[config.mk]
export PLATFORM = sky130hd
export DESIGN_NAME = capture_conditioning
export DESIGN_NICKNAME = d
export VERILOG_FILES = /design/src/include/capture_pkg.sv /design/src/hdl/capture_conditioning.sv /design/src/hdl/input_filter.sv
export VERILOG_INCLUDE_DIRS = /design/src /design/src/include
export SDC_FILE = /design/constraint.sdc
export NUM_CORES = 1
export LEC_CHECK = 0
export CAP_MARGIN = 5
export CORE_MARGIN = 4
export CORE_UTILIZATION = 55
export CTS_BUF_LIST = sky130_fd_sc_hd__clkbuf_4 sky130_fd_sc_hd__clkbuf_8 sky130_fd_sc_hd__clkbuf_16
export DETAILED_ROUTE_END_ITERATION = 8
export DONT_BUFFER_PORTS = 1
export PLACE_DENSITY = 0.72
export SETUP_SLACK_MARGIN = 0.1
export SKIP_CTS_REPAIR_TIMING = 1
export SLEW_MARGIN = 0
export SYNTH_ARGS = -nofsm -noshare
export SYNTH_HDL_FRONTEND = slang
export SYNTH_HIERARCHICAL = 1
export SYNTH_SLANG_ARGS = --single-unit
export TNS_END_PERCENT = 10
[constraint.sdc]
create_clock -name sys_clk -period 3.9 [get_ports sys_clk]
set_input_delay 0.78 -clock sys_clk [delete_from_list [all_inputs] [get_ports sys_clk]]
set_output_delay 0.78 -clock sys_clk [all_outputs]
set_load 0.03 [all_outputs]
[src/include/capture_defines.svh]
// register offsets, field positions, reset values and filter figures
`ifndef CAPTURE_DEFINES_SVH
`define CAPTURE_DEFINES_SVH

`define ADDR_W 8
`define OFF_CTL_WORD_0 8'h18
`define OFF_CTL_WORD_1 8'h1c
`define CTL_RESET 32'h0000_0000

// field positions inside one 8-bit channel slice
`define FLD_DIR_LSB 0
`define FLD_DIV_LSB 2
`define FLD_FLT_LSB 4
`define SLICE_W 8
`define SLICE_LO_LSB 0
`define SLICE_HI_LSB 8

// direction selector codes
`define DIR_OUTPUT 2'h0
`define DIR_OWN 2'h1
`define DIR_PAIR 2'h2
`define DIR_TRIG 2'h3

// capture divider codes and the edge count at which a capture falls
`define DIV_EVERY_1 2'h0
`define DIV_EVERY_2 2'h1
`define DIV_EVERY_4 2'h2
`define DIV_EVERY_8 2'h3
`define DIV_LAST_1 3'h0
`define DIV_LAST_2 3'h1
`define DIV_LAST_4 3'h3
`define DIV_LAST_8 3'h7

// reset value of one channel slice
`define SLICE_RESET 8'h00

// filter figures: consecutive sample counts and base-tick dividers
`define FLT_OFF 4'h0
`define FLT_N2 4'h2
`define FLT_N4 4'h4
`define FLT_N5 4'h5
`define FLT_N6 4'h6
`define FLT_N8 4'h8
`define FLT_SRC_KERNEL 3'h0
`define FLT_SRC_DIV2 3'h1
`define FLT_SRC_DIV4 3'h2
`define FLT_SRC_DIV8 3'h3
`define FLT_SRC_DIV16 3'h4
`define FLT_SRC_DIV32 3'h5

`endif

[src/include/capture_pkg.sv]
// types shared by the capture conditioning block
package capture_pkg;
    typedef enum logic [1:0] {
        dir_output = 2'h0,
        dir_own = 2'h1,
        dir_pair = 2'h2,
        dir_trig = 2'h3
    } dir_sel_t;

    // one channel slice of a control word
    typedef struct packed {
        logic [3:0] input_filter_cfg;
        logic [1:0] capture_divider;
        logic [1:0] direction_select;
    } chan_fields_t;

    // word-wide register access
    typedef struct packed {
        logic wr_en;
        logic rd_en;
        logic [7:0] addr;
        logic [31:0] wdata;
    } reg_req_t;
endpackage : capture_pkg

[src/hdl/capture_conditioning.sv]
// input capture conditioning for channels 0, 2 and 3 of a general timer
`timescale 1ns/1ps
`include "capture_defines.svh"

module capture_conditioning #(
    parameter int NCH = 3
) (
    input wire logic sys_clk,
    input wire logic resetn,
    input capture_pkg::reg_req_t reg_req,
    output logic [31:0] reg_rdata,
    input wire logic chan0_pin,
    input wire logic chan1_pin,
    input wire logic chan2_pin,
    input wire logic chan3_pin,
    input wire logic chan0_active,
    input wire logic chan2_active,
    input wire logic chan3_active,
    input wire logic internal_trigger_select,
    input wire logic filter_base_clock,
    output logic [NCH-1:0] capture_event,
    output logic [NCH-1:0] chan_is_input
);
    import capture_pkg::*;

    // the channel mapping below is written for exactly three channels
    if (NCH != 3) begin : g_bad_nch
        $error("capture_conditioning: NCH must be 3");
    end

    // two filters per channel: own pin and partner pin
    localparam int NFLT = 2 * NCH;

    // field registers, readback, routing and divider state
    chan_fields_t fld_r [NCH], fld_nxt [NCH];
    logic [31:0] rdata_r, rdata_nxt;
    logic [NCH-1:0] active;
    logic [3:0] flt_cfg [NFLT];
    logic [NFLT-1:0] flt_pin, flt_out;
    logic [NCH-1:0] sel_in, prev_r, prev_nxt, cap_r, cap_nxt;
    logic [2:0] edge_cnt_r [NCH], edge_cnt_nxt [NCH];
    logic [2:0] need [NCH];
    logic [NCH-1:0] edge_seen;
    chan_fields_t wr_slice [NCH];
    logic hit_word0, hit_word1;

    // channel index 0 is timer channel 0, 1 is channel 2, 2 is channel 3
    assign active = {chan3_active, chan2_active, chan0_active};

    // write slices: channel 0 in word 0, channels 2 and 3 in word 1
    assign wr_slice[0] = reg_req.wdata[`SLICE_LO_LSB +: `SLICE_W];
    assign wr_slice[1] = reg_req.wdata[`SLICE_LO_LSB +: `SLICE_W];
    assign wr_slice[2] = reg_req.wdata[`SLICE_HI_LSB +: `SLICE_W];

    // word decode shared by writes and reads
    assign hit_word0 = reg_req.addr == `OFF_CTL_WORD_0;
    assign hit_word1 = reg_req.addr == `OFF_CTL_WORD_1;

    // control word writes; a direction field is refused while its channel runs
    always_comb begin
        for (int i = 0; i < NCH; i++) begin
            fld_nxt[i] = fld_r[i];
        end
        if (reg_req.wr_en && hit_word0) begin
            fld_nxt[0].input_filter_cfg = wr_slice[0].input_filter_cfg;
            fld_nxt[0].capture_divider = wr_slice[0].capture_divider;
            if (!active[0]) begin
                fld_nxt[0].direction_select = wr_slice[0].direction_select;
            end
        end
        if (reg_req.wr_en && hit_word1) begin
            for (int i = 1; i < NCH; i++) begin
                fld_nxt[i].input_filter_cfg = wr_slice[i].input_filter_cfg;
                fld_nxt[i].capture_divider = wr_slice[i].capture_divider;
                if (!active[i]) begin
                    fld_nxt[i].direction_select = wr_slice[i].direction_select;
                end
            end
        end
    end

    // field registers, all zero out of reset
    always_ff @(posedge sys_clk) begin
        if (!resetn) begin
            for (int i = 0; i < NCH; i++) begin
                fld_r[i] <= chan_fields_t'(`SLICE_RESET);
            end
        end else begin
            for (int i = 0; i < NCH; i++) begin
                fld_r[i] <= fld_nxt[i];
            end
        end
    end

    // readback; reserved bits and unmapped offsets read as zero
    always_comb begin
        rdata_nxt = rdata_r;
        if (reg_req.rd_en) begin
            rdata_nxt = `CTL_RESET;
            if (hit_word0) begin
                rdata_nxt[`SLICE_LO_LSB +: `SLICE_W] = fld_r[0];
            end else if (hit_word1) begin
                rdata_nxt[`SLICE_LO_LSB +: `SLICE_W] = fld_r[1];
                rdata_nxt[`SLICE_HI_LSB +: `SLICE_W] = fld_r[2];
            end
        end
    end

    // read data holds until the next read strobe
    always_ff @(posedge sys_clk) begin
        if (!resetn) begin
            rdata_r <= `CTL_RESET;
        end else begin
            rdata_r <= rdata_nxt;
        end
    end

    // registered read data onto the bus
    assign reg_rdata = rdata_r;

    // filter inputs: own pin with own cfg, partner pin with own cfg
    always_comb begin
        flt_pin = {chan2_pin, chan3_pin, chan3_pin, chan2_pin, chan1_pin, chan0_pin};
        flt_cfg[0] = fld_r[0].input_filter_cfg;
        flt_cfg[1] = fld_r[0].input_filter_cfg;
        flt_cfg[2] = fld_r[1].input_filter_cfg;
        flt_cfg[3] = fld_r[1].input_filter_cfg;
        flt_cfg[4] = fld_r[2].input_filter_cfg;
        flt_cfg[5] = fld_r[2].input_filter_cfg;
    end

    // one synchroniser and filter per routed pin
    for (genvar g = 0; g < NFLT; g++) begin : g_flt
        input_filter #(
            .CNT_W(4)
        ) u_flt (
            .sys_clk(sys_clk),
            .resetn(resetn),
            .pin(flt_pin[g]),
            .filter_base_tick(filter_base_clock),
            .cfg(flt_cfg[g]),
            .filtered(flt_out[g])
        );
    end

    // input routing by direction selector
    always_comb begin
        for (int i = 0; i < NCH; i++) begin
            case (fld_r[i].direction_select)
                `DIR_OWN: sel_in[i] = flt_out[2*i];
                `DIR_PAIR: sel_in[i] = flt_out[2*i+1];
                `DIR_TRIG: sel_in[i] = internal_trigger_select;
                default: sel_in[i] = 1'b0;
            endcase
            chan_is_input[i] = fld_r[i].direction_select != `DIR_OUTPUT;
        end
    end

    // rising edge of the routed input; prev resets low like an idle input
    assign prev_nxt = sel_in;
    assign edge_seen = sel_in & ~prev_r;

    // edge count at which a capture falls, per divider code
    always_comb begin
        for (int i = 0; i < NCH; i++) begin
            case (fld_r[i].capture_divider)
                `DIV_EVERY_1: need[i] = `DIV_LAST_1;
                `DIV_EVERY_2: need[i] = `DIV_LAST_2;
                `DIV_EVERY_4: need[i] = `DIV_LAST_4;
                default: need[i] = `DIV_LAST_8;
            endcase
        end
    end

    // capture division; count held at zero while stopped or in output mode
    always_comb begin
        for (int i = 0; i < NCH; i++) begin
            cap_nxt[i] = 1'b0;
            edge_cnt_nxt[i] = edge_cnt_r[i];
            if (!active[i] || !chan_is_input[i]) begin
                edge_cnt_nxt[i] = '0;
            end else if (edge_seen[i]) begin
                if (edge_cnt_r[i] >= need[i]) begin
                    edge_cnt_nxt[i] = '0;
                    cap_nxt[i] = 1'b1;
                end else begin
                    edge_cnt_nxt[i] = edge_cnt_r[i] + 3'h1;
                end
            end
        end
    end

    // edge detector, divider counts and capture pulse registers
    always_ff @(posedge sys_clk) begin
        if (!resetn) begin
            prev_r <= '0;
            cap_r <= '0;
            for (int i = 0; i < NCH; i++) begin
                edge_cnt_r[i] <= '0;
            end
        end else begin
            prev_r <= prev_nxt;
            cap_r <= cap_nxt;
            for (int i = 0; i < NCH; i++) begin
                edge_cnt_r[i] <= edge_cnt_nxt[i];
            end
        end
    end

    // one-cycle capture pulse per channel
    assign capture_event = cap_r;
endmodule : capture_conditioning

[src/hdl/input_filter.sv]
// input synchroniser and digital level filter for one channel input
`timescale 1ns/1ps
`include "capture_defines.svh"

module input_filter #(
    parameter int CNT_W = 4
) (
    input wire logic sys_clk,
    input wire logic resetn,
    input wire logic pin,
    input wire logic filter_base_tick,
    input wire logic [3:0] cfg,
    output logic filtered
);
    // the counter must reach the longest consecutive count
    if (CNT_W < 4) begin : g_bad_cnt_w
        $error("input_filter: CNT_W too small for count of 8");
    end

    logic sync1_r, sync2_r;
    logic [4:0] div_r, div_nxt;
    logic [CNT_W-1:0] cnt_r, cnt_nxt;
    logic out_r, out_nxt;
    logic [3:0] need;
    logic [2:0] src;
    logic sample_en;

    // table of consecutive counts and sampling rates
    always_comb begin
        need = `FLT_N8;
        src = `FLT_SRC_KERNEL;
        case (cfg)
            4'h0: begin need = `FLT_OFF; src = `FLT_SRC_KERNEL; end
            4'h1: begin need = `FLT_N2; src = `FLT_SRC_KERNEL; end
            4'h2: begin need = `FLT_N4; src = `FLT_SRC_KERNEL; end
            4'h3: begin need = `FLT_N8; src = `FLT_SRC_KERNEL; end
            4'h4: begin need = `FLT_N6; src = `FLT_SRC_DIV2; end
            4'h5: begin need = `FLT_N8; src = `FLT_SRC_DIV2; end
            4'h6: begin need = `FLT_N6; src = `FLT_SRC_DIV4; end
            4'h7: begin need = `FLT_N8; src = `FLT_SRC_DIV4; end
            4'h8: begin need = `FLT_N6; src = `FLT_SRC_DIV8; end
            4'h9: begin need = `FLT_N8; src = `FLT_SRC_DIV8; end
            4'ha: begin need = `FLT_N5; src = `FLT_SRC_DIV16; end
            4'hb: begin need = `FLT_N6; src = `FLT_SRC_DIV16; end
            4'hc: begin need = `FLT_N8; src = `FLT_SRC_DIV16; end
            4'hd: begin need = `FLT_N5; src = `FLT_SRC_DIV32; end
            4'he: begin need = `FLT_N6; src = `FLT_SRC_DIV32; end
            default: begin need = `FLT_N8; src = `FLT_SRC_DIV32; end
        endcase
    end

    // sample enable every cycle for the kernel source, else from the base tick divided by a power of two
    always_comb begin
        div_nxt = filter_base_tick ? div_r + 5'h01 : div_r;
        case (src)
            `FLT_SRC_KERNEL: sample_en = 1'b1;
            `FLT_SRC_DIV2: sample_en = filter_base_tick && (div_r[0] == 1'b0);
            `FLT_SRC_DIV4: sample_en = filter_base_tick && (div_r[1:0] == 2'h0);
            `FLT_SRC_DIV8: sample_en = filter_base_tick && (div_r[2:0] == 3'h0);
            `FLT_SRC_DIV16: sample_en = filter_base_tick && (div_r[3:0] == 4'h0);
            default: sample_en = filter_base_tick && (div_r == 5'h00);
        endcase
    end

    // accept a new level after enough consecutive differing samples
    always_comb begin
        cnt_nxt = cnt_r;
        out_nxt = out_r;
        if (need == `FLT_OFF) begin
            cnt_nxt = '0;
            out_nxt = sync2_r;
        end else if (sample_en) begin
            if (sync2_r == out_r) begin
                cnt_nxt = '0;
            end else if (cnt_r + 1'b1 >= CNT_W'(need)) begin
                cnt_nxt = '0;
                out_nxt = sync2_r;
            end else begin
                cnt_nxt = cnt_r + 1'b1;
            end
        end
    end

    always_ff @(posedge sys_clk) begin
        if (!resetn) begin
            sync1_r <= 1'b0;
            sync2_r <= 1'b0;
            div_r <= '0;
            cnt_r <= '0;
            out_r <= 1'b0;
        end else begin
            sync1_r <= pin;
            sync2_r <= sync1_r;
            div_r <= div_nxt;
            cnt_r <= cnt_nxt;
            out_r <= out_nxt;
        end
    end

    assign filtered = out_r;
endmodule : input_filter

=== Yosys cells after proc, flatten, opt, wreduce, memory -nomap -nowiden ===
Memories as Yosys holds them, arrays and structs flattened.
Cells that the tools add are included.

* Add/sub/neg operators: 15
* Order comparisons: 9
* Eq/ne operators: 53
* Muxes and demuxes: 76
* Bitwise operators: 18
* Reduce and logical (&&, ||, !) cells: 110

{| class="wikitable"
|+ Operators by type and width
! operator !! count
|-
| $logic_not A4 Y1 || 12
|-
| $mux W4 || 12
|-
| $mux W8 || 6
|-
| $eq A3 B2 Y1 const B || 12
|-
| $logic_not A3 Y1 || 12
|-
| $mux W3 || 12
|-
| $logic_and A1 B1 Y1 || 32
|-
| $mux W16 || 2
|-
| $add A5 B1 Y5 const B || 6
|-
| $logic_not A5 Y1 || 6
|-
| $pmux W1 S5 || 6
|-
| $reduce_bool A2 Y1 || 15
|-
| $mux W1 || 29
|-
| $pmux W3 S3 || 3
|-
| $add A4 B1 Y4 const B || 6
|-
| $ge A4 B4 Y1 || 6
|-
| $eq A2 B2 Y1 const B || 9
|-
| $eq A3 B1 Y1 const B || 6
|-
| $eq A3 B3 Y1 const B || 6
|-
| $logic_not A2 Y1 || 9
|-
| $reduce_and A3 Y1 || 6
|-
| $eq A8 B5 Y1 const B || 2
|-
| $eq A2 B1 Y1 const B || 6
|-
| $ne A2 B1 Y1 const B || 6
|-
| 13 further kinds || 54
|}

* Register bits after elaboration: 90
* Memory bits (writable): 33
* Memory bits (read-only): 672
* Input bits: 53
* Output and inout port bits: 38
* Memories: 8

{| class="wikitable"
|+ Memories
! name !! words !! width !! rd ports !! clocked after Yosys merged registers in !! write ports !! line !! RTL
|-
| (name not given) || 16 || 7 || 1 || 0 || 0 || input_filter.sv:32 || <nowiki>case (cfg)</nowiki>
|-
| (name not given) || 16 || 7 || 1 || 0 || 0 || input_filter.sv:32 ||
|-
| (name not given) || 16 || 7 || 1 || 0 || 0 || input_filter.sv:32 ||
|-
| (name not given) || 16 || 7 || 1 || 0 || 0 || input_filter.sv:32 ||
|-
| (name not given) || 16 || 7 || 1 || 0 || 0 || input_filter.sv:32 ||
|-
| (name not given) || 16 || 7 || 1 || 0 || 0 || input_filter.sv:32 ||
|-
| +2 memories || -- || -- || -- || -- || -- || -- ||
|}

=== Longest topological paths before layout ===
An unclocked memory read counts as a cell.

* Depth in word-level cells: 8
* Mapped depth: 12
* Gate-level depth less buffers: 12

=== By module ===
Netlist, hierarchy kept.

{| class="wikitable"
|+ Modules (own cells, without submodules)
! module !! times used !! cells an instance !! area an instance (um^2) !! sequential area each (um^2)
|-
| capture_conditioning || 1 || 293 || 2591.2 || 1101.1
|-
| input_filter (g_flt[2].u_flt ...) || 2 || 102 || 923.4 || 240.2
|-
| input_filter (g_flt[0].u_flt ...) || 2 || 91 || 884.6 || 240.2
|-
| input_filter (g_flt[5].u_flt) || 1 || 101 || 935.9 || 240.2
|-
| input_filter (g_flt[1].u_flt) || 1 || 105 || 923.4 || 240.2
|}

=== Least setup slack after synthesis ===
No wires, ideal clock.

* Path kind: register -> register
* Start: memory fld_r[0][5] (netlist name)
* End: register g_flt[0].u_flt.cnt_r[2]
* Library setup time: 0.074 ns
* Data arrival time: 2.642 ns
* Required time: 3.826 ns
* Path slack: 1.184 ns
* Stages on the path, launching flop included: 11
* Period minus slack after synthesis: 2.716 ns
* Cell sequence: dfxtp_1 inv_1 ha_1 inv_1 mux4_1 inv_1 ha_1 a211o_1 a211oi_2 nand4b_1 a31oi_1

{| class="wikitable"
|+ RTL lines
! element !! line !! RTL
|-
| start, declared || capture_conditioning.sv:35 || <nowiki>chan_fields_t fld_r [NCH], fld_nxt [NCH];</nowiki>
|-
| end signal, assigned || input_filter.sv:95 || <nowiki>cnt_r <= cnt_nxt;</nowiki>
|-
| end, declared || input_filter.sv:22 || <nowiki>logic [CNT_W-1:0] cnt_r, cnt_nxt;</nowiki>
|}

==> impl_metrics.toml <==
[run_status]
status = "finished, final reports clean"

[critical_path]
r2r.worst_path.cells = 10
start_kind = "flop"
cp.arrival_ps = 3530
crit_fanout = 16
critPathCaptureType = "flop"
path_cells = "inv_1 -> ha_1 -> inv_1 -> mux4_1 -> inv_1 -> ha_1 -> a211o_1 -> a211oi_2 -> nand4b_1 -> a31oi_1"
max_stage_delay_ps = 710
critPathRequiredTime_ps = 4230
critPathSlowestCell = "dfxtp_1"
critPathKind = "flop to flop"
crit_top_cell = "inv_1"

[route]
wirelength_um = 15900
post_drt_wl_per_cell_um = 14.9
vias_per_cell = 5.54
ant_nets = 0
drc_errors = 0
first_pass_iters = 4
num_vias = 5931
drt_iter0_drc = 403

[clock_tree]
clock_path_buffers = 2
clk_latency_ps = 410
cts_made_buffers = 17
htreeDepth = 4
clockRootBuffer = "clkbuf_16"
clkTransAtPathRegs_ps = 50
cts.sinks = 127
tritoncts = "done"

[placement]
dp_hpwl_um = 11300
io_buffers = 0
placed_area_um2 = 8100
dp_slack_ps = 748
place_congestion = 0.774

[cells_and_area]
fin_area_um2 = 8680
mostFrequentLayoutCell = "dfxtp_1"
n_antenna_cell = 0
syn2layout_area_growth_pct = 7.60
final_cell_mix = "127 x dfxtp_1, 84 x ha_1, 78 x nand2_1"
layout-drive-gt1-share = 0.106
nets = 1016

[synth]
ys_seq_elements = 127
ys.flop_type = "dfxtp_1"
syn_avg_cell_area_um2 = 9.11
synth_edf_count = 0
async_flop_share = 0
synth.distinct_cells = 72
yosysSeqAreaShare = 0.315
ys_warn_count = 6
synth_area_um2 = 8070
syn-instance-count = 885

[global_routing]
grt_max_degree = 104
antenna_found_initial = 0
grt_pass1_vias = 5707
grt-ovfl-total = 0
grtUsageTotal = 0.199
grt_pass1_wl_um = 27200

[timing]
finalCritPeriodShare = 0.820
slew-limit-headroom = 0.459
layout_setup_ws_ps = 702
finalHoldViolCount = 0
clock.fmax_mhz = 313
finalSetupViolCount = 0
worst_slew_pin_slew_ps = 811
rsz0062_at_grt = "no"
finClkSkew_ps = 6.10
fin_crit_ps = 3200
maxSlewViolCount = 0
finalSetupTns_ps = 0

[job]
drv_cap = 0

[die]
rows = 43
ioPinCount = 91
fp.dieW_um = 129
core-area_um2 = 14100
start_util = 0.572
fp.dieArea_um2 = 16700
die_h_um = 129

[hold_path]
hold_depth = 1
worstHoldPathType = "flop to flop"

[power_and_ir_drop]
p_leak_uw = 0.00324
p_per_area_nw_per_um2 = 346
peakVddDrop_mv = 0.326
## sequential cells by signal (all words and copies together) (netlist names)
register              cells
g_flt.u_flt/filtered      6
capture_event             3
fld_r                    24
g_flt.u_flt/cnt_r        24
g_flt.u_flt/sync1_r       6
g_flt.u_flt/div_r        30
edge_cnt_r                9
reg_rdata                16
g_flt.u_flt/sync2_r       6
prev_r                    3
## path summary, 6_finish.rpt
check        slack [ps]                 endpoint                    from
max                 700  g_flt[3].u_flt/cnt_r[2]            fld_r[0][13]
min                 430   g_flt[3].u_flt/sync2_r  g_flt[3].u_flt/sync1_r
max reg2reg         700  g_flt[3].u_flt/cnt_r[2]            fld_r[0][13]
min reg2reg         430   g_flt[3].u_flt/sync2_r  g_flt[3].u_flt/sync1_r
## metal layers
metal  vias up  global-route usage  share of wire
met1      2763               0.259           0.48
li1       3091                   -              -
met4         0              0.0488         0.0092
met2        64               0.330           0.48
met5         -                   0              0
met3        13              0.0519          0.036
## critical path: cells and delay by family, from the launching register on
kind	cells	cell delay, ps
fa+ha+maj	2	560
flops	1	710
buf+inv	3	280
mux	1	550
compound gates	3	880
simple gates	1	140
## per-stage QoR
step	hold slack, ps	utilization	cells	total power (µW)
after floorplan	412	-	900	1490
after global placement	414	0.575	1040	1480
after detailed placement	422	0.575	1040	1490
after CTS	435	0.616	1070	3030
after global routing	453	0.616	1070	3110
final	429	0.616	1070	3000
## cells in the mapped netlist (9+ instances only)
cell,number,share of area
buf_2,9,0.0056
nand2b_1,21,0.016
buf_4,18,0.017
nand4_1,20,0.016
ha_1,84,0.13
nor2_1,23,0.011
o21ai_0,48,0.030
a21oi_1,32,0.020
a21o_1,12,0.011
clkbuf_1,10,0.0047
nand3_1,33,0.020
dfxtp_1,127,0.32
and2_1,39,0.030
or3_1,10,0.0078
o21a_1,9,0.0084
mux2i_1,37,0.046
inv_1,63,0.029
nor2b_1,16,0.012
nand2_1,78,0.036
xor2_1,12,0.013
xnor2_1,30,0.033
## report_power, final
| group | switching (µW) | internal [µW] |
|---|---|---|
| registers | 20.9 | 1320 |
| clock network | 572 | 971 |
| logic | 69.6 | 48.3 |
## logic make-up after synthesis
logic type               after synthesis  share of synthesized area
other                                  1                   0.000465
buffers and inverters                110                     0.0656
adder cells (fa/ha/maj)               84                      0.130
XOR/XNOR                              42                     0.0456
AND/OR/NAND/NOR                      292                      0.205
multiplexers                          50                     0.0734
AO/OA/AOI/OAI                        179                      0.165
flip-flops                           127                      0.315
## final cells by class
type | count | area, µm²
clock inverters | 10 | 115
repair buffers | 6 | 45.0
well taps | 180 | 225
fillers | 1197 | 5420
clock buffers | 20 | 460
inverters | 64 | 240
flip-flops and latches | 127 | 2540
multi-input cells | 663 | 5050
No activity file was read; power rests on OpenSTA's default activity.
